## src/hdl/dcc_pkg.sv

```systemverilog
/*
  Package for the dual comparator control block: register map, field
  positions, reset values and the carrier types.
  Assumes a 32-bit AHB-Lite bus, word-aligned registers.
*/
package dcc_pkg;

  localparam logic [7:0] DCC_OFF_CMP1_CTRL = 8'h00;
  localparam logic [7:0] DCC_OFF_CMP2_CTRL = 8'h04;
  localparam logic [7:0] DCC_OFF_SYNC_CTRL = 8'h08;
  localparam logic [7:0] DCC_OFF_ANSEL     = 8'h0C;
  localparam logic [7:0] DCC_OFF_DIR       = 8'h10;
  localparam logic [7:0] DCC_OFF_IRQ_STAT  = 8'h14;
  localparam logic [7:0] DCC_OFF_IRQ_CLR   = 8'h18;
  localparam logic [7:0] DCC_OFF_IRQ_EN    = 8'h1C;

  localparam int DCC_BIT_EN   = 7;
  localparam int DCC_BIT_OUT  = 6;
  localparam int DCC_BIT_OE   = 5;
  localparam int DCC_BIT_POL  = 4;
  localparam int DCC_BIT_SP   = 3;
  localparam int DCC_BIT_REF  = 2;
  localparam int DCC_BIT_CHHI = 1;
  localparam int DCC_BIT_CHLO = 0;

  localparam int DCC_SYNC_MC1 = 7;
  localparam int DCC_SYNC_MC2 = 6;
  localparam int DCC_SYNC_T1G = 1;
  localparam int DCC_SYNC_C2S = 0;

  localparam int DCC_DIR_PIN1 = 2;
  localparam int DCC_DIR_PIN2 = 4;

  localparam logic [7:0] DCC_CTRL_RST  = 8'h00;
  localparam logic [1:0] DCC_SYNC_RST  = 2'h2;
  localparam logic [7:0] DCC_ANSEL_RST = 8'hFF;
  localparam logic [7:0] DCC_DIR_RST   = 8'hFF;

  localparam logic [1:0] DCC_HTRANS_NONSEQ = 2'h2;
  localparam logic [1:0] DCC_HTRANS_SEQ    = 2'h3;

  // Writable configuration of one comparator
  typedef struct packed {
    logic       enable;
    logic       pin_drive_en;
    logic       invert;
    logic       speed_sel;
    logic       ref_sel;
    logic [1:0] channel_sel;
  } dcc_cfg_t;

  // Raw analog comparator decisions, one per channel / reference choice
  typedef struct packed {
    logic [3:0] vn_below_vp;
  } dcc_raw_t;

endpackage : dcc_pkg

```

## src/hdl/dcc_top.sv

```systemverilog
/*
  Dual comparator control top: AHB-Lite register slave, input muxing
  select outputs, two channels, sync and interrupt logic.
  Assumes analog comparators outside; their decisions arrive async.
*/
`timescale 1ns/1ps
module dcc_top
  import dcc_pkg::*;
(
  input  wire logic        hclk,          // Clock, 200 MHz
  input  wire logic        hresetn,       // Async reset, active low
  input  wire logic        hsel,          // Slave select
  input  wire logic [31:0] haddr,         // Address
  input  wire logic [1:0]  htrans,        // Transfer type
  input  wire logic        hwrite,        // Write
  input  wire logic [2:0]  hsize,         // Size
  input  wire logic [31:0] hwdata,        // Write data
  input  wire logic        hready,        // Bus ready
  output logic      [31:0] hrdata,        // Read data
  output logic             hreadyout,     // Slave ready
  output logic             hresp,         // Response
  input  wire dcc_raw_t    cmp1_raw,      // Comparator one decisions
  input  wire dcc_raw_t    cmp2_raw,      // Comparator two decisions
  input  wire logic        timer1_clk_in, // Timer1 clock input pin
  output logic      [1:0]  cmp1_vn_sel,   // Inverting mux select
  output logic             cmp1_vp_ref,   // Non-inverting uses reference
  output logic             cmp1_power_on, // Analog enable
  output logic             cmp1_fast,     // Normal-speed mode
  output logic      [1:0]  cmp2_vn_sel,   // Inverting mux select
  output logic             cmp2_vp_ref,   // Non-inverting uses reference
  output logic             cmp2_power_on, // Analog enable
  output logic             cmp2_fast,     // Normal-speed mode
  output logic      [7:0]  analog_select, // Analog select bits
  output logic             cmp1_pin_out,  // Pin data
  output logic             cmp1_pin_oe,   // Pin output enable
  output logic             cmp2_pin_out,  // Pin data
  output logic             cmp2_pin_oe,   // Pin output enable
  output logic      [1:0]  pwm_feedback,  // Results to PWM
  output logic             timer1_gate_sel, // Timer1 gate source select
  output logic             irq            // Interrupt, active high
);

  dcc_cfg_t   cfg1_q, cfg2_q;
  logic       sync2_q, t1g_q;
  logic [7:0] ansel_q, dir_q;
  logic [1:0] irq_stat_q, irq_en_q;
  logic [7:0] addr_q;
  logic       wr_q, rd_q;
  logic [3:0] s1_a_q, s1_b_q, s1_c_q, s2_a_q, s2_b_q, s2_c_q;
  logic [3:0] f1_q, f2_q;
  logic [2:0] t1_q;
  logic       t1_rise, c2_sync_q, c2_res;
  logic       res1, res2, live1, live2, chg1, chg2;
  logic       p2_out;
  logic [1:0] clr;

  // Three-stage synchronisers; comparator change accepted when stages 2 and 3 agree
  always_ff @(posedge hclk or negedge hresetn) begin
    if (!hresetn) begin
      s1_a_q <= 4'h0;
      s1_b_q <= 4'h0;
      s1_c_q <= 4'h0;
      s2_a_q <= 4'h0;
      s2_b_q <= 4'h0;
      s2_c_q <= 4'h0;
      f1_q   <= 4'h0;
      f2_q   <= 4'h0;
      t1_q   <= 3'h0;
    end else begin
      s1_a_q <= cmp1_raw.vn_below_vp;
      s1_b_q <= s1_a_q;
      s1_c_q <= s1_b_q;
      s2_a_q <= cmp2_raw.vn_below_vp;
      s2_b_q <= s2_a_q;
      s2_c_q <= s2_b_q;
      for (int i = 0; i < 4; i++) begin
        if (s1_b_q[i] == s1_c_q[i]) f1_q[i] <= s1_c_q[i];
        if (s2_b_q[i] == s2_c_q[i]) f2_q[i] <= s2_c_q[i];
      end
      t1_q <= {t1_q[1:0], timer1_clk_in};
    end
  end

  assign t1_rise = t1_q[1] & t1_q[2] ? 1'b0 : (t1_q[1] & ~t1_q[2]);

  // Analog steering from the control fields
  assign cmp1_vn_sel   = cfg1_q.channel_sel;
  assign cmp2_vn_sel   = cfg2_q.channel_sel;
  assign cmp1_vp_ref   = cfg1_q.ref_sel;
  assign cmp2_vp_ref   = cfg2_q.ref_sel;
  assign cmp1_power_on = cfg1_q.enable;
  assign cmp2_power_on = cfg2_q.enable;
  assign cmp1_fast     = cfg1_q.speed_sel;
  assign cmp2_fast     = cfg2_q.speed_sel;
  assign analog_select = ansel_q;

  dcc_channel u_ch1 (
    .hclk     (hclk),
    .hresetn  (hresetn),
    .cfg      (cfg1_q),
    .raw_lt   (f1_q[cfg1_q.channel_sel]),
    .pin_dir  (dir_q[DCC_DIR_PIN1]),
    .result_q (res1),
    .live     (live1),
    .pin_out  (cmp1_pin_out),
    .pin_oe   (cmp1_pin_oe),
    .change   (chg1)
  );

  dcc_channel u_ch2 (
    .hclk     (hclk),
    .hresetn  (hresetn),
    .cfg      (cfg2_q),
    .raw_lt   (f2_q[cfg2_q.channel_sel]),
    .pin_dir  (dir_q[DCC_DIR_PIN2]),
    .result_q (res2),
    .live     (live2),
    .pin_out  (p2_out),
    .pin_oe   (cmp2_pin_oe),
    .change   (chg2)
  );

  // Comparator two may be resampled on Timer1 clock rising edges
  always_ff @(posedge hclk or negedge hresetn) begin
    if (!hresetn) c2_sync_q <= 1'b0;
    else if (t1_rise) c2_sync_q <= res2;
  end

  assign c2_res       = sync2_q ? c2_sync_q : res2;
  assign cmp2_pin_out = sync2_q ? c2_sync_q : p2_out;
  assign pwm_feedback = {c2_res, res1};
  assign timer1_gate_sel = t1g_q;

  // AHB-Lite address phase capture
  always_ff @(posedge hclk or negedge hresetn) begin
    if (!hresetn) begin
      addr_q <= 8'h00;
      wr_q   <= 1'b0;
      rd_q   <= 1'b0;
    end else if (hready) begin
      addr_q <= haddr[7:0];
      wr_q   <= hsel & htrans[1] & hwrite;
      rd_q   <= hsel & htrans[1] & ~hwrite;
    end else begin
      wr_q <= 1'b0;
      rd_q <= 1'b0;
    end
  end

  assign hreadyout = 1'b1;
  assign hresp     = 1'b0;

  // Control registers; result bit is read-only
  always_ff @(posedge hclk or negedge hresetn) begin
    if (!hresetn) begin
      cfg1_q  <= dcc_cfg_t'(7'h00);
      cfg2_q  <= dcc_cfg_t'(7'h00);
      sync2_q <= DCC_SYNC_RST[DCC_SYNC_C2S];
      t1g_q   <= DCC_SYNC_RST[DCC_SYNC_T1G];
      ansel_q <= DCC_ANSEL_RST;
      dir_q   <= DCC_DIR_RST;
      irq_en_q <= 2'h0;
    end else if (wr_q) begin
      unique case (addr_q)
        DCC_OFF_CMP1_CTRL: cfg1_q <= {hwdata[DCC_BIT_EN],
                                      hwdata[DCC_BIT_OE:DCC_BIT_CHLO]};
        DCC_OFF_CMP2_CTRL: cfg2_q <= {hwdata[DCC_BIT_EN],
                                      hwdata[DCC_BIT_OE:DCC_BIT_CHLO]};
        DCC_OFF_SYNC_CTRL: begin
          sync2_q <= hwdata[DCC_SYNC_C2S];
          t1g_q   <= hwdata[DCC_SYNC_T1G];
        end
        DCC_OFF_ANSEL:  ansel_q  <= hwdata[7:0];
        DCC_OFF_DIR:    dir_q    <= hwdata[7:0];
        DCC_OFF_IRQ_EN: irq_en_q <= hwdata[1:0];
        default: ;
      endcase
    end
  end

  // Sticky change flags; a new event wins over a clear
  assign clr = (wr_q && addr_q == DCC_OFF_IRQ_CLR) ? hwdata[1:0] : 2'h0;

  always_ff @(posedge hclk or negedge hresetn) begin
    if (!hresetn) irq_stat_q <= 2'h0;
    else irq_stat_q <= (irq_stat_q & ~clr) | {chg2, chg1};
  end

  assign irq = |(irq_stat_q & irq_en_q);

  // Read mux; result bits reflect the latched comparator state
  always_ff @(posedge hclk or negedge hresetn) begin
    if (!hresetn) hrdata <= 32'h0000_0000;
    else if (hready && hsel && htrans[1] && !hwrite) begin
      hrdata <= 32'h0000_0000;
      unique case (haddr[7:0])
        DCC_OFF_CMP1_CTRL: hrdata[7:0] <= {cfg1_q.enable, res1,
                                           cfg1_q[5:0]};
        DCC_OFF_CMP2_CTRL: hrdata[7:0] <= {cfg2_q.enable, c2_res,
                                           cfg2_q[5:0]};
        DCC_OFF_SYNC_CTRL: hrdata[7:0] <= {res1, c2_res, 4'h0,
                                           t1g_q, sync2_q};
        DCC_OFF_ANSEL:     hrdata[7:0] <= ansel_q;
        DCC_OFF_DIR:       hrdata[7:0] <= dir_q;
        DCC_OFF_IRQ_STAT:  hrdata[1:0] <= irq_stat_q;
        DCC_OFF_IRQ_EN:    hrdata[1:0] <= irq_en_q;
        default: ;
      endcase
    end
  end

  irq_sticky_a: assert property (@(posedge hclk) disable iff (!hresetn)
    chg1 |=> irq_stat_q[0]) else $error("flag not set");
  disabled_zero_a: assert property (@(posedge hclk) disable iff (!hresetn)
    !cfg1_q.enable [*2] |-> !res1) else $error("off result");
  ref_steer_a: assert property (@(posedge hclk) disable iff (!hresetn)
    cmp2_vp_ref == cfg2_q.ref_sel && cmp1_vn_sel == cfg1_q.channel_sel)
    else $error("steer wrong");
  speed_mode_a: assert property (@(posedge hclk) disable iff (!hresetn)
    cmp1_fast == cfg1_q.speed_sel) else $error("speed wrong");
  pwm_feed_a: assert property (@(posedge hclk) disable iff (!hresetn)
    !sync2_q |-> pwm_feedback == {res2, res1})
    else $error("pwm feed wrong");
  sync_hold_a: assert property (@(posedge hclk) disable iff (!hresetn)
    (sync2_q && !t1_rise) |=> $stable(c2_sync_q))
    else $error("sync moved");
  pin_oe_a: assert property (@(posedge hclk) disable iff (!hresetn)
    cmp1_pin_oe |-> cfg1_q.pin_drive_en) else $error("oe wrong");
  irq_level_a: assert property (@(posedge hclk) disable iff (!hresetn)
    irq == |(irq_stat_q & irq_en_q)) else $error("irq wrong");

endmodule : dcc_top

```

## src/hdl/dcc_channel.sv

```systemverilog
/*
  One comparator channel: polarity, per-cycle latch, change detect and
  pin gating.
  Assumes raw analog decisions already synchronised to hclk.
*/
`timescale 1ns/1ps
module dcc_channel
  import dcc_pkg::*;
(
  input  wire logic     hclk,      // Clock
  input  wire logic     hresetn,   // Async reset, active low
  input  wire dcc_cfg_t cfg,       // Control fields
  input  wire logic     raw_lt,    // Selected VN below selected VP
  input  wire logic     pin_dir,   // Port direction bit, 0 = output
  output logic          result_q,  // Latched result
  output logic          live,      // Unlatched result
  output logic          pin_out,   // Pin data
  output logic          pin_oe,    // Pin output enable
  output logic          change     // Latched result changed
);

  logic prev_q;

  // Disabled comparator presents zero
  assign live = cfg.enable & (raw_lt ^ cfg.invert);

  always_ff @(posedge hclk or negedge hresetn) begin
    if (!hresetn) begin
      result_q <= 1'b0;
      prev_q   <= 1'b0;
    end else begin
      result_q <= live;
      prev_q   <= result_q;
    end
  end

  // Change and pin data independent of pin_drive_en; pin_oe gated by it
  assign change  = result_q ^ prev_q;
  assign pin_out = live;
  assign pin_oe  = cfg.pin_drive_en & cfg.enable & ~pin_dir;

  pin_gate_a: assert property (@(posedge hclk) disable iff (!hresetn)
    pin_oe |-> (cfg.enable && !pin_dir)) else $error("pin driven off");
  latch_follow_a: assert property (@(posedge hclk) disable iff (!hresetn)
    ##1 result_q == $past(live)) else $error("latch lag wrong");
  change_flag_a: assert property (@(posedge hclk) disable iff (!hresetn)
    (result_q != $past(result_q)) |-> change)
    else $error("change missed");

endmodule : dcc_channel

```

## config.mk

```make
export PLATFORM = sky130hd
export DESIGN_NAME = dcc_top
export DESIGN_NICKNAME = d
export VERILOG_FILES = /design/src/hdl/dcc_pkg.sv /design/src/hdl/dcc_top.sv /design/src/hdl/dcc_channel.sv
export SDC_FILE = /design/constraint.sdc
export NUM_CORES = 1
export LEC_CHECK = 0
export BUFFER_PORTS_ARGS = -buffer_cell sky130_fd_sc_hd__buf_2
export CAP_MARGIN = 10
export CORE_UTILIZATION = 45
export CTS_CLUSTER_SIZE = 8
export DETAILED_ROUTE_END_ITERATION = 8
export HOLD_SLACK_MARGIN = 0.06
export MAX_ROUTING_LAYER = met4
export PLACE_DENSITY = 0.8
export RECOVER_POWER = 25
export SLEW_MARGIN = 20
export SYNTH_ARGS = -nofsm -noshare
export SYNTH_HDL_FRONTEND = slang
export SYNTH_SLANG_ARGS = --single-unit
```

## constraint.sdc

```tcl
create_clock -name hclk -period 2 [get_ports hclk]
set_input_delay 0.6 -clock hclk [delete_from_list [all_inputs] [get_ports hclk]]
set_output_delay 0.6 -clock hclk [all_outputs]
set_load 0.005 [all_outputs]
```

**Yosys cells after proc, flatten, opt, wreduce, memory -nomap -nowiden**

Index checks and enable logic that the tools add are counted.

- Magnitude comparators: 2
- Equal/unequal tests: 20
- Mux-type cells: 11
- Bitwise operators: 21
- Reductions and logical operators: 14

Operator list:

| operator | count |
|---|---|
| == test 8 x 5 -> 1 bit (second input constant) | 6 |
| == test 8 x 4 -> 1 bit (second input constant) | 4 |
| one-hot mux 6 bit (5 select lines) | 1 |
| == test 8 x 3 -> 1 bit (second input constant) | 2 |
| logical NOT 8 bit | 2 |
| one-hot mux 2 bit (7 select lines) | 1 |
| AND reduction 2 bit | 6 |
| AND 1 bit | 10 |
| == test 1 bit | 8 |
| less-than comparator 2 x 3 -> 1 bit (second input constant) | 2 |
| 2-to-1 mux 1 bit | 6 |
| AND 2 bit | 2 |
| binary-select mux 1 bit (select 2 bit) | 2 |
| logical AND 1 bit | 4 |
| XOR 1 bit | 4 |
| inverter 1 bit | 3 |
| 2-to-1 mux 2 bit | 1 |
| inverter 2 bit | 1 |
| bitwise OR 2 bit | 1 |
| OR reduction 2 bit | 1 |
| logical NOT 1 bit | 1 |

- Register bits: 93
- Bits of input ports: 83
- Output and inout port bits: 60
- Word-level logic and storage cells: 109

**Logic depth before layout (Yosys ltp)**

Gate-level depths: netlist of run 1.

- Depth in word-level cells: 6
- Mapped depth: 5
- Depth with buffers taken out: 4

**Hierarchy**

Synthesis of run 1 repeated with hierarchy kept, for this count alone.

- Cell total of the unflattened synthesis: 294
- Area total of the unflattened synthesis: 4000.1 sq um

By module, submodules not included:

| module | times used | cells an instance | area an instance (sq um) |
|---|---|---|---|
| dcc_top | 1 | 278 | 3822.4 |
| dcc_channel | 2 | 8 | 88.8 |

**Least setup slack after synthesis of run 1**

Ideal clock, no wire load.

- Path type: register -> output
- Start point: reg cfg2_q, in the netlist cmp2_vn_sel[0]
- End point: out cmp2_pin_out
- Arrival time: 1.435 ns
- Path slack: -0.035 ns
- Stages on the path, launching flop included: 5
- Path buffers: 0
- Cells stage by stage: dfrtp_1 > mux4_2 > xor2_1 > and2_4 > mux2_2

- Cells in the longest elaborated chain, start to end: 5

Ends and longest elaborated chain:

| item | RTL line | text |
|---|---|---|
| start, declared | dcc_top.sv:43 | `dcc_cfg_t cfg1_q, cfg2_q;` |
| start signal, assigned | dcc_top.sv:157 | `cfg2_q <= dcc_cfg_t'(7'h00);` |
| start signal, assigned | dcc_top.sv:167 | `DCC_OFF_CMP2_CTRL: cfg2_q <= {hwdata[DCC_BIT_EN],` |
| binary-select mux 1 bit (select 2 bit) | dcc_top.sv:114 | `.raw_lt (f2_q[cfg2_q.channel_sel]),` |
| 2-to-1 mux 1 bit (implied by the code) | dcc_top.sv:114 |  |
| XOR 1 bit | dcc_channel.sv:25 | `assign live = cfg.enable & (raw_lt ^ cfg.invert);` |
| AND 1 bit | dcc_channel.sv:25 |  |
| named net live2 | dcc_top.sv:53 | `logic res1, res2, live1, live2, chg1, chg2;` |
| 2-to-1 mux 1 bit | dcc_top.sv:130 | `assign cmp2_pin_out = sync2_q ? c2_sync_q : p2_out;` |
| end, declared | dcc_top.sv:36 | `output logic cmp2_pin_out,` |

The timed path passes the listed nets, and every way through them passes these cells. The select of a mux whose other input is x is not followed.

**Worst setup path after layout of run 1**

Ends and elaborated chain as after synthesis.

==> out/qor.csv, run 1 <==
stage,metric,value,unit
global_route,antenna_found_initial,0,
pwr,power.density,812,mW/mm^2
yosys,synthMuxAreaShare,16.4,%
drt,wirelength,7610,um
layout,n_antenna_cell,0,
sta,clock_skew,0.00692,ns
place,postPlaceCellArea,0.00438,mm^2
place,port_buffers,64,
drt,ant_nets,0,
sta,hold_violations,0,
sta,fmax,0.389,GHz
layout,syn_to_final_growth,15.9,%
drt,via_per_inst,5.23,
yosys,synth-simple-area-share,8.08,%
worst_setup_path,crit_required,1.40,ns
yosys,syn_area,0.00397,mm^2
yosys,syn-instance-count,284,
job,cap_violations,0,
die,dieWidth,95.9,um
clocking,clock_latency,0.36,ns
global_route,grt_start_max_net_pins,44,
sta,slew_headroom,32.3,%
clocking,clkTransAtPathRegs,0.09,ns
clocking,cts_sinks,93,
worst_setup_path,crit_path_start_kind,register,
hold_path,hold_path.class,in -> reg,
sta,tightest_slew,1.01,ns
yosys,synth_top_area_share,48.0,%
global_route,grt_pass1_vias,2464,
yosys,ys_seq_area_share,59.2,%
outcome,violations,negative setup slack,
yosys,synth_top_family_by_area,multiplexers,
die,io_pins,143,
sta,rsz0062_at_grt,yes,
drt,drtIter0Drc,111,
yosys,synth_edf_count,0,
worst_setup_path,crit_chain,"mux4_2, xor2_1, and2_4, mux2_4, buf_6",
yosys,ys_warn_count,0,
worst_setup_path,end_kind,output pin,
layout,drive_gt1_share,47.0,%
yosys,synth_seq_cells,93,
yosys,synth_largest_area_cell,dfrtp_1,
clocking,cts_buffers,9,
die,design.die.area,0.00919,mm^2
sta,finalSetupTns,-0.878,ns
outcome,outcome,"complete, but fails checks",
global_route,grt.total_usage,19.1,%
clocking,htree_levels,3,
yosys,ys_top_cells_by_count,"dfrtp_1 (76), mux2_2 (49), buf_4 (34)",
yosys,synthFlopType,dfrtp_1,
place,gp_congestion,0.813,
die,core.rowCount,33,
yosys,synthDistinctLibCells,44,
yosys,synth-xor-area-share,0.884,%
layout,nets,444,
pwr,leakagePower,2.17,nW
worst_setup_path,cp_slowest_stage_delay,0.52,ns
place,post-dp-hpwl,5600,um
yosys,async_flop_share,100,%
worst_setup_path,crit_start,cmp2_vn_sel[0],
worst_setup_path,crit_fanout,2,
die,die_y,95.9,um
sta,hold_ws,0.338,ns
pwr,irDropWorstVdd,415,uV
global_route,grt_pass1_wl,12400,um
clocking,root_buffer,clkbuf_8,
layout,n_fill_cell,718,
sta,layout_min_cycle_time,2.57,ns
die,start_util,47.3,%
drt,wl_per_cell,16.2,um
layout,final_cell_area,0.00460,mm^2
drt,drc,0,
global_route,grt_overflow_total,0,
worst_setup_path,criticalPathCategory,reg -> out,
drt,drtPass1Iterations,4,
hold_path,hold_start,cmp1_raw[0],
yosys,synth-compound-area-share,6.12,%
clocking,cts_tree,done,
sta,fin_ws,-0.573,ns
drt,vias,2465,
yosys,synthAdderAreaFrac,2.02,%
sta,finalSetupViolations,2,
yosys,synthTopCellsByArea,"dfrtp_1 (48%), mux2_2 (14%), dfstp_2 (11%), buf_4 (6.4%), maj3_1 (2.0%)",
die,core_area,0.00838,mm^2
worst_setup_path,timing.rr.start,addr_q[5],
yosys,synth.most_common_cell,dfrtp_1,
clocking,cts_buffer_depth,2,
yosys,avgSynthCellArea,14.0,um^2
worst_setup_path,cp_slowest_cell,mux4_2,
worst_setup_path,crit_arrival,1.97,ns
sta,min_period_over_period,129,%
sta,final_max_slew_viol_count,0,
[through the flow]
step                std cells  setup slack [ns]  total power, mW  utilization (%)
CTS                       471            -0.593             3.78             54.9
global placement          454            -0.166             2.48             52.3
detailed placement        454            -0.188             2.50             52.3
floorplan                 308           -0.0348             2.34                -
finish                    471            -0.573             3.73             54.8
global route              471            -0.663             3.92             54.8
[cell usage in the layout, fill, tap and decap left out, types with 4 or more instances in the layout]
| master | synthesis | final |
|---|---|---|
| clkbuf_8 | 0 | 9 |
| xor2_1 | 4 | 4 |
| a31oi_1 | 4 | 4 |
| nor2_1 | 7 | 7 |
| conb_1 | 2 | 26 |
| o221ai_1 | 4 | 4 |
| maj3_1 | 8 | 8 |
| dfrtp_1 | 76 | 76 |
| nand4_1 | 5 | 5 |
| mux2_2 | 49 | 48 |
| nand2_1 | 9 | 9 |
| and2_1 | 5 | 4 |
| o21a_1 | 5 | 5 |
| dfstp_2 | 17 | 17 |
| buf_2 | 3 | 61 |
| a22oi_1 | 9 | 9 |
| buf_4 | 34 | 16 |
[worst max-delay path, delay by kind of cell (launching register included)]
| kind | cells | cell delay [ns] |
|---|---|---|
| AND/OR/NAND/NOR | 1 | 0.17 |
| multiplexers | 2 | 0.79 |
| buffers and inverters | 1 | 0.12 |
| flip-flops | 1 | 0.38 |
| XOR/XNOR | 1 | 0.16 |
[cell families (layout without fill, tap and decap cells)]
kind of cell    after synthesis  count (layout)
flops                        93              93
mux                          55              55
simple gates                 49              49
buf+inv                      40              98
compound gates               33              33
fa+ha+maj                     8               8
xor+xnor                      4               4
other cells                   2              26
[report_power, final]
group | leakage [nW] | switching [mW] | internal (mW)
clock network | 0.0997 | 0.677 | 0.596
registers | 1.12 | 0.0843 | 2.02
logic | 0.947 | 0.173 | 0.184
total | 2.17 | 0.934 | 2.80
[registers in the layout, indices dropped and copies added, names as in the netlist, 3 cells and up]
signal,cells
s1_a_q,4
f2_q,4
addr_q,8
t1_q,3
s1_b_q,4
s2_b_q,4
hrdata,8
dir_q,8
s1_c_q,4
analog_select,8
s2_a_q,4
f1_q,4
s2_c_q,4
[layer usage]
| layer | global-route usage, % | wire (um) | share of wire (%) | up-vias |
|---|---|---|---|---|
| met5 | - | 0 | 0 | - |
| met4 | 6.72 | 85 | 1.1 | 0 |
| met2 | 29.9 | 3750 | 49 | 84 |
| met3 | 5.85 | 372 | 4.9 | 7 |
| met1 | 23.6 | 3400 | 45 | 1256 |
| li1 | - | - | - | 1118 |
[worst paths after layout]
path                                     to  slack (ns)  cells after the start
max reg2reg                  cmp2_vn_sel[1]        0.21                      5
min reg2reg                       s2_b_q[0]        0.35                      0
min in group asynchronous         addr_q[6]        0.38                      1
max in group asynchronous  analog_select[4]        0.42                      2
max                            cmp2_pin_out       -0.57                      5
min                               s1_a_q[0]        0.34                      1
[cell type report]
| type | instances | area (um^2) | share of cell area (%) |
|---|---|---|---|
| sequential | 93 | 2350 | 51.1 |
| multi-input combinational | 175 | 1430 | 31.1 |
| timing repair buffer | 82 | 479 | 10.4 |
| tap | 105 | 131 | 2.86 |
| clock buffer | 9 | 124 | 2.70 |
| clock inverter | 7 | 81.3 | 1.77 |
[repair_timing]
action,CTS,global route
resized for setup,2,2
hold buffers,0,0
buffers inserted,1,0
setup endpoints to repair,2,3
No activity file was read; power rests on OpenSTA's default activity.
==> inputs of run 2 (changes only) <==
- CORE_UTILIZATION: 45 -> 35
- PLACE_DENSITY: 0.8 -> 0.66
- SKIP_CTS_REPAIR_TIMING: unset -> 1
- SKIP_LAST_GASP: unset -> 1
==> run 2 against run 1 <==
  * The flow still finishes with violations (negative setup slack)
  * Core utilization fell by 12 points
  * Combinational power rose by 1%
  * Via count fell by 0.32%
  * Sequential share of layout area fell by 1.2 points
  * Worst hold slack improved by 0.0069 ns
  * Clock power rose by 31%
==> out/qor.csv, run 2 (synthesized netlist as in run 1, its figures left out) <==
stage,metric,value,unit,change
die,design.die.area,0.0118,mm^2,+28%
drt,wl_met2,3950,um,+5.2%
die,core_area,0.0109,mm^2,+30%
die,dieWidth,108,um,+13%
global_route,grt_overflow_total,0,,unchanged
global_route,grt_start_max_net_pins,39,,-11%
outcome,violations,negative setup slack,,
worst_setup_path,r2r_cells,5,,unchanged
die,io_pins,143,,unchanged
drt,drtIter0Drc,106,,-4.5%
clocking,clkTransAtPathRegs,0.07,ns,-0.02 ns
sta,slew_headroom,7.03,%,-25 points
sta,final_max_slew_viol_count,0,,unchanged
drt,wirelength,8140,um,+7.0%
layout,n_antenna_cell,0,,unchanged
drt,routed.top_layer,met4,,
die,core.rowCount,38,,+15%
clocking,htree_levels,3,,unchanged
clocking,cts_tree,done,,
worst_setup_path,end_kind,output pin,,
drt,met3_length,581,um,+56%
worst_setup_path,crit_required,1.40,ns,about the same
worst_setup_path,timing.rr.start,addr_q[5],,
global_route,grt.total_usage,15.5,%,-3.6 points
job,cap_violations,0,,unchanged
sta,layout_min_cycle_time,2.52,ns,-0.0527 ns
pwr,irDropWorstVdd,407,uV,-2.0%
place,post-dp-hpwl,5810,um,+3.7%
sta,finalSetupViolations,2,,unchanged
worst_setup_path,criticalPathCategory,reg -> out,,
clocking,root_buffer,clkbuf_16,,
worst_setup_path,crit_start,cmp2_vn_sel[0],,
pwr,total_power,4.12,mW,+10%
hold_path,hold_path.class,reg -> reg,,
drt,met1_length,3490,um,+2.7%
drt,via_per_inst,4.88,,-6.9%
worst_setup_path,crit_path_start_kind,register,,
worst_setup_path,crit_arrival,1.92,ns,-0.05 ns
global_route,grt_pass1_wl,13300,um,+7.5%
layout,n_fill_cell,1030,,+43%
layout,nets,442,,-0.45%
global_route,grt_pass1_vias,2576,,+4.5%
drt,wl_per_cell,16.2,um,about the same
sta,fin_ws,-0.520,ns,+0.0527 ns
clocking,cts_buffer_depth,2,,unchanged
outcome,outcome,"complete, but fails checks",,
worst_setup_path,crit_end,cmp2_pin_out,,
worst_setup_path,crit_fanout,2,,unchanged
worst_setup_path,reg2reg_slack,0.19,ns,-0.02 ns
layout,syn_to_final_growth,18.6,%,
layout,final_cell_area,0.00470,mm^2,+2.3%
sta,rsz0062_at_grt,yes,,
sta,hold_violations,0,,unchanged
pwr,power.density,876,mW/mm^2,+7.9%
sta,min_period_over_period,126,%,-2.6 points
drt,vias,2457,,-0.32%
drt,ant_nets,0,,unchanged
clocking,cts_sinks,93,,unchanged
global_route,antenna_found_initial,0,,unchanged
layout,final-seq-area,0.00235,mm^2,unchanged
clocking,clock_latency,0.34,ns,-0.02 ns
sta,fmax,0.397,GHz,+2.1%
place,gp_congestion,0.777,,-4.4%
layout,multi_input_area,0.00143,mm^2,-0.26%
drt,drtPass1Iterations,4,,unchanged
drt,drc,0,,unchanged
layout,drive_gt1_share,46.7,%,-0.29 points
die,start_util,36.3,%,-11 points
pwr,leakagePower,2.20,nW,+1.5%
place,postPlaceCellArea,0.00443,mm^2,+1.1%
place,port_buffers,64,,unchanged
worst_setup_path,r2r_end,cmp2_vn_sel[0],,
layout,mostFrequentLayoutCell,dfrtp_1,,
layout,layout_common_cells,"dfrtp_1 (76), buf_2 (63), mux2_2 (49)",,
die,die_y,108,um,+13%
sta,tightest_slew,1.39,ns,+0.380 ns
hold_path,whs_path_depth,0,,-1
sta,clock_skew,0.00997,ns,+0.00305 ns
clocking,cts_buffers,9,,unchanged
-- run 2: cell types whose count changed in the layout (fill, tap and decap cells not counted), moves of 2 or more --
cell / before / now
buf_2: 61 / 63
buf_4: 16 / 13
clkbuf_16: 0 / 9
buf_6: 2 / 0
clkbuf_8: 9 / 0
inv_6: 1 / 4
-- run 2: where the power goes --
part	total, mW	leakage (nW)	internal [mW]	switching (mW)
clock network	1.66	0.139	0.872	0.788
logic	0.360	0.939	0.185	0.175
registers	2.10	1.12	2.02	0.0819
-- run 2: cell type report --
class,count,share of cell area [%]
tap,140,3.72
clock buffer,9,4.79
multi-input combinational,175,30.4
sequential,93,49.9
clock inverter,7,1.33
timing repair buffer,80,9.87
-- run 2: stage by stage --
stage / TNS, ns / hold slack, ns / cells / util, % / setup WS, ns
after floorplan: -0.0348 / 0.304 / 308 / - / -0.0348
after CTS: -0.878 / 0.170 / 504 / 43.1 / -0.547
after detailed placement: -0.173 / 0.335 / 488 / 40.5 / -0.173
after global placement: -0.163 / 0.331 / 488 / 40.5 / -0.163
final: -0.805 / 0.345 / 504 / 43.0 / -0.520
after global routing: -5.92 / 0.343 / 504 / 43.0 / -0.582
-- run 2: critical path: stages, from the launching register on --
cell and delay [ns]:
dfrtp_1 0.37, mux4_2 0.51, xor2_1 0.15, and2_4 0.16, mux2_2 0.25, buf_2 0.13
-- run 2: worst min path at each step --
| stage | start | slack (ns) | endpoint |
|---|---|---|---|
| 2_1_floorplan | hresetn | 0.30 | addr_q[0] |
| 3_3_place_gp | s2_a_q[3] | 0.33 | s2_b_q[3] |
| 3_5_place_dp | s1_a_q[0] | 0.33 | s1_b_q[0] |
| 4_1_cts | hresetn | 0.17 | s2_b_q[3] |
| 5_1_grt | cmp1_raw[2] | 0.34 | s1_a_q[2] |
| 6_report | s2_a_q[0] | 0.35 | s2_b_q[0] |
-- run 2: metal layers --
layer / up-vias / GRT usage [%]
met3: 12 / 4.88
met4: 0 / 4.63
li1: 1119 / -
met1: 1226 / 18.5
met2: 100 / 25.0
met5: - / -
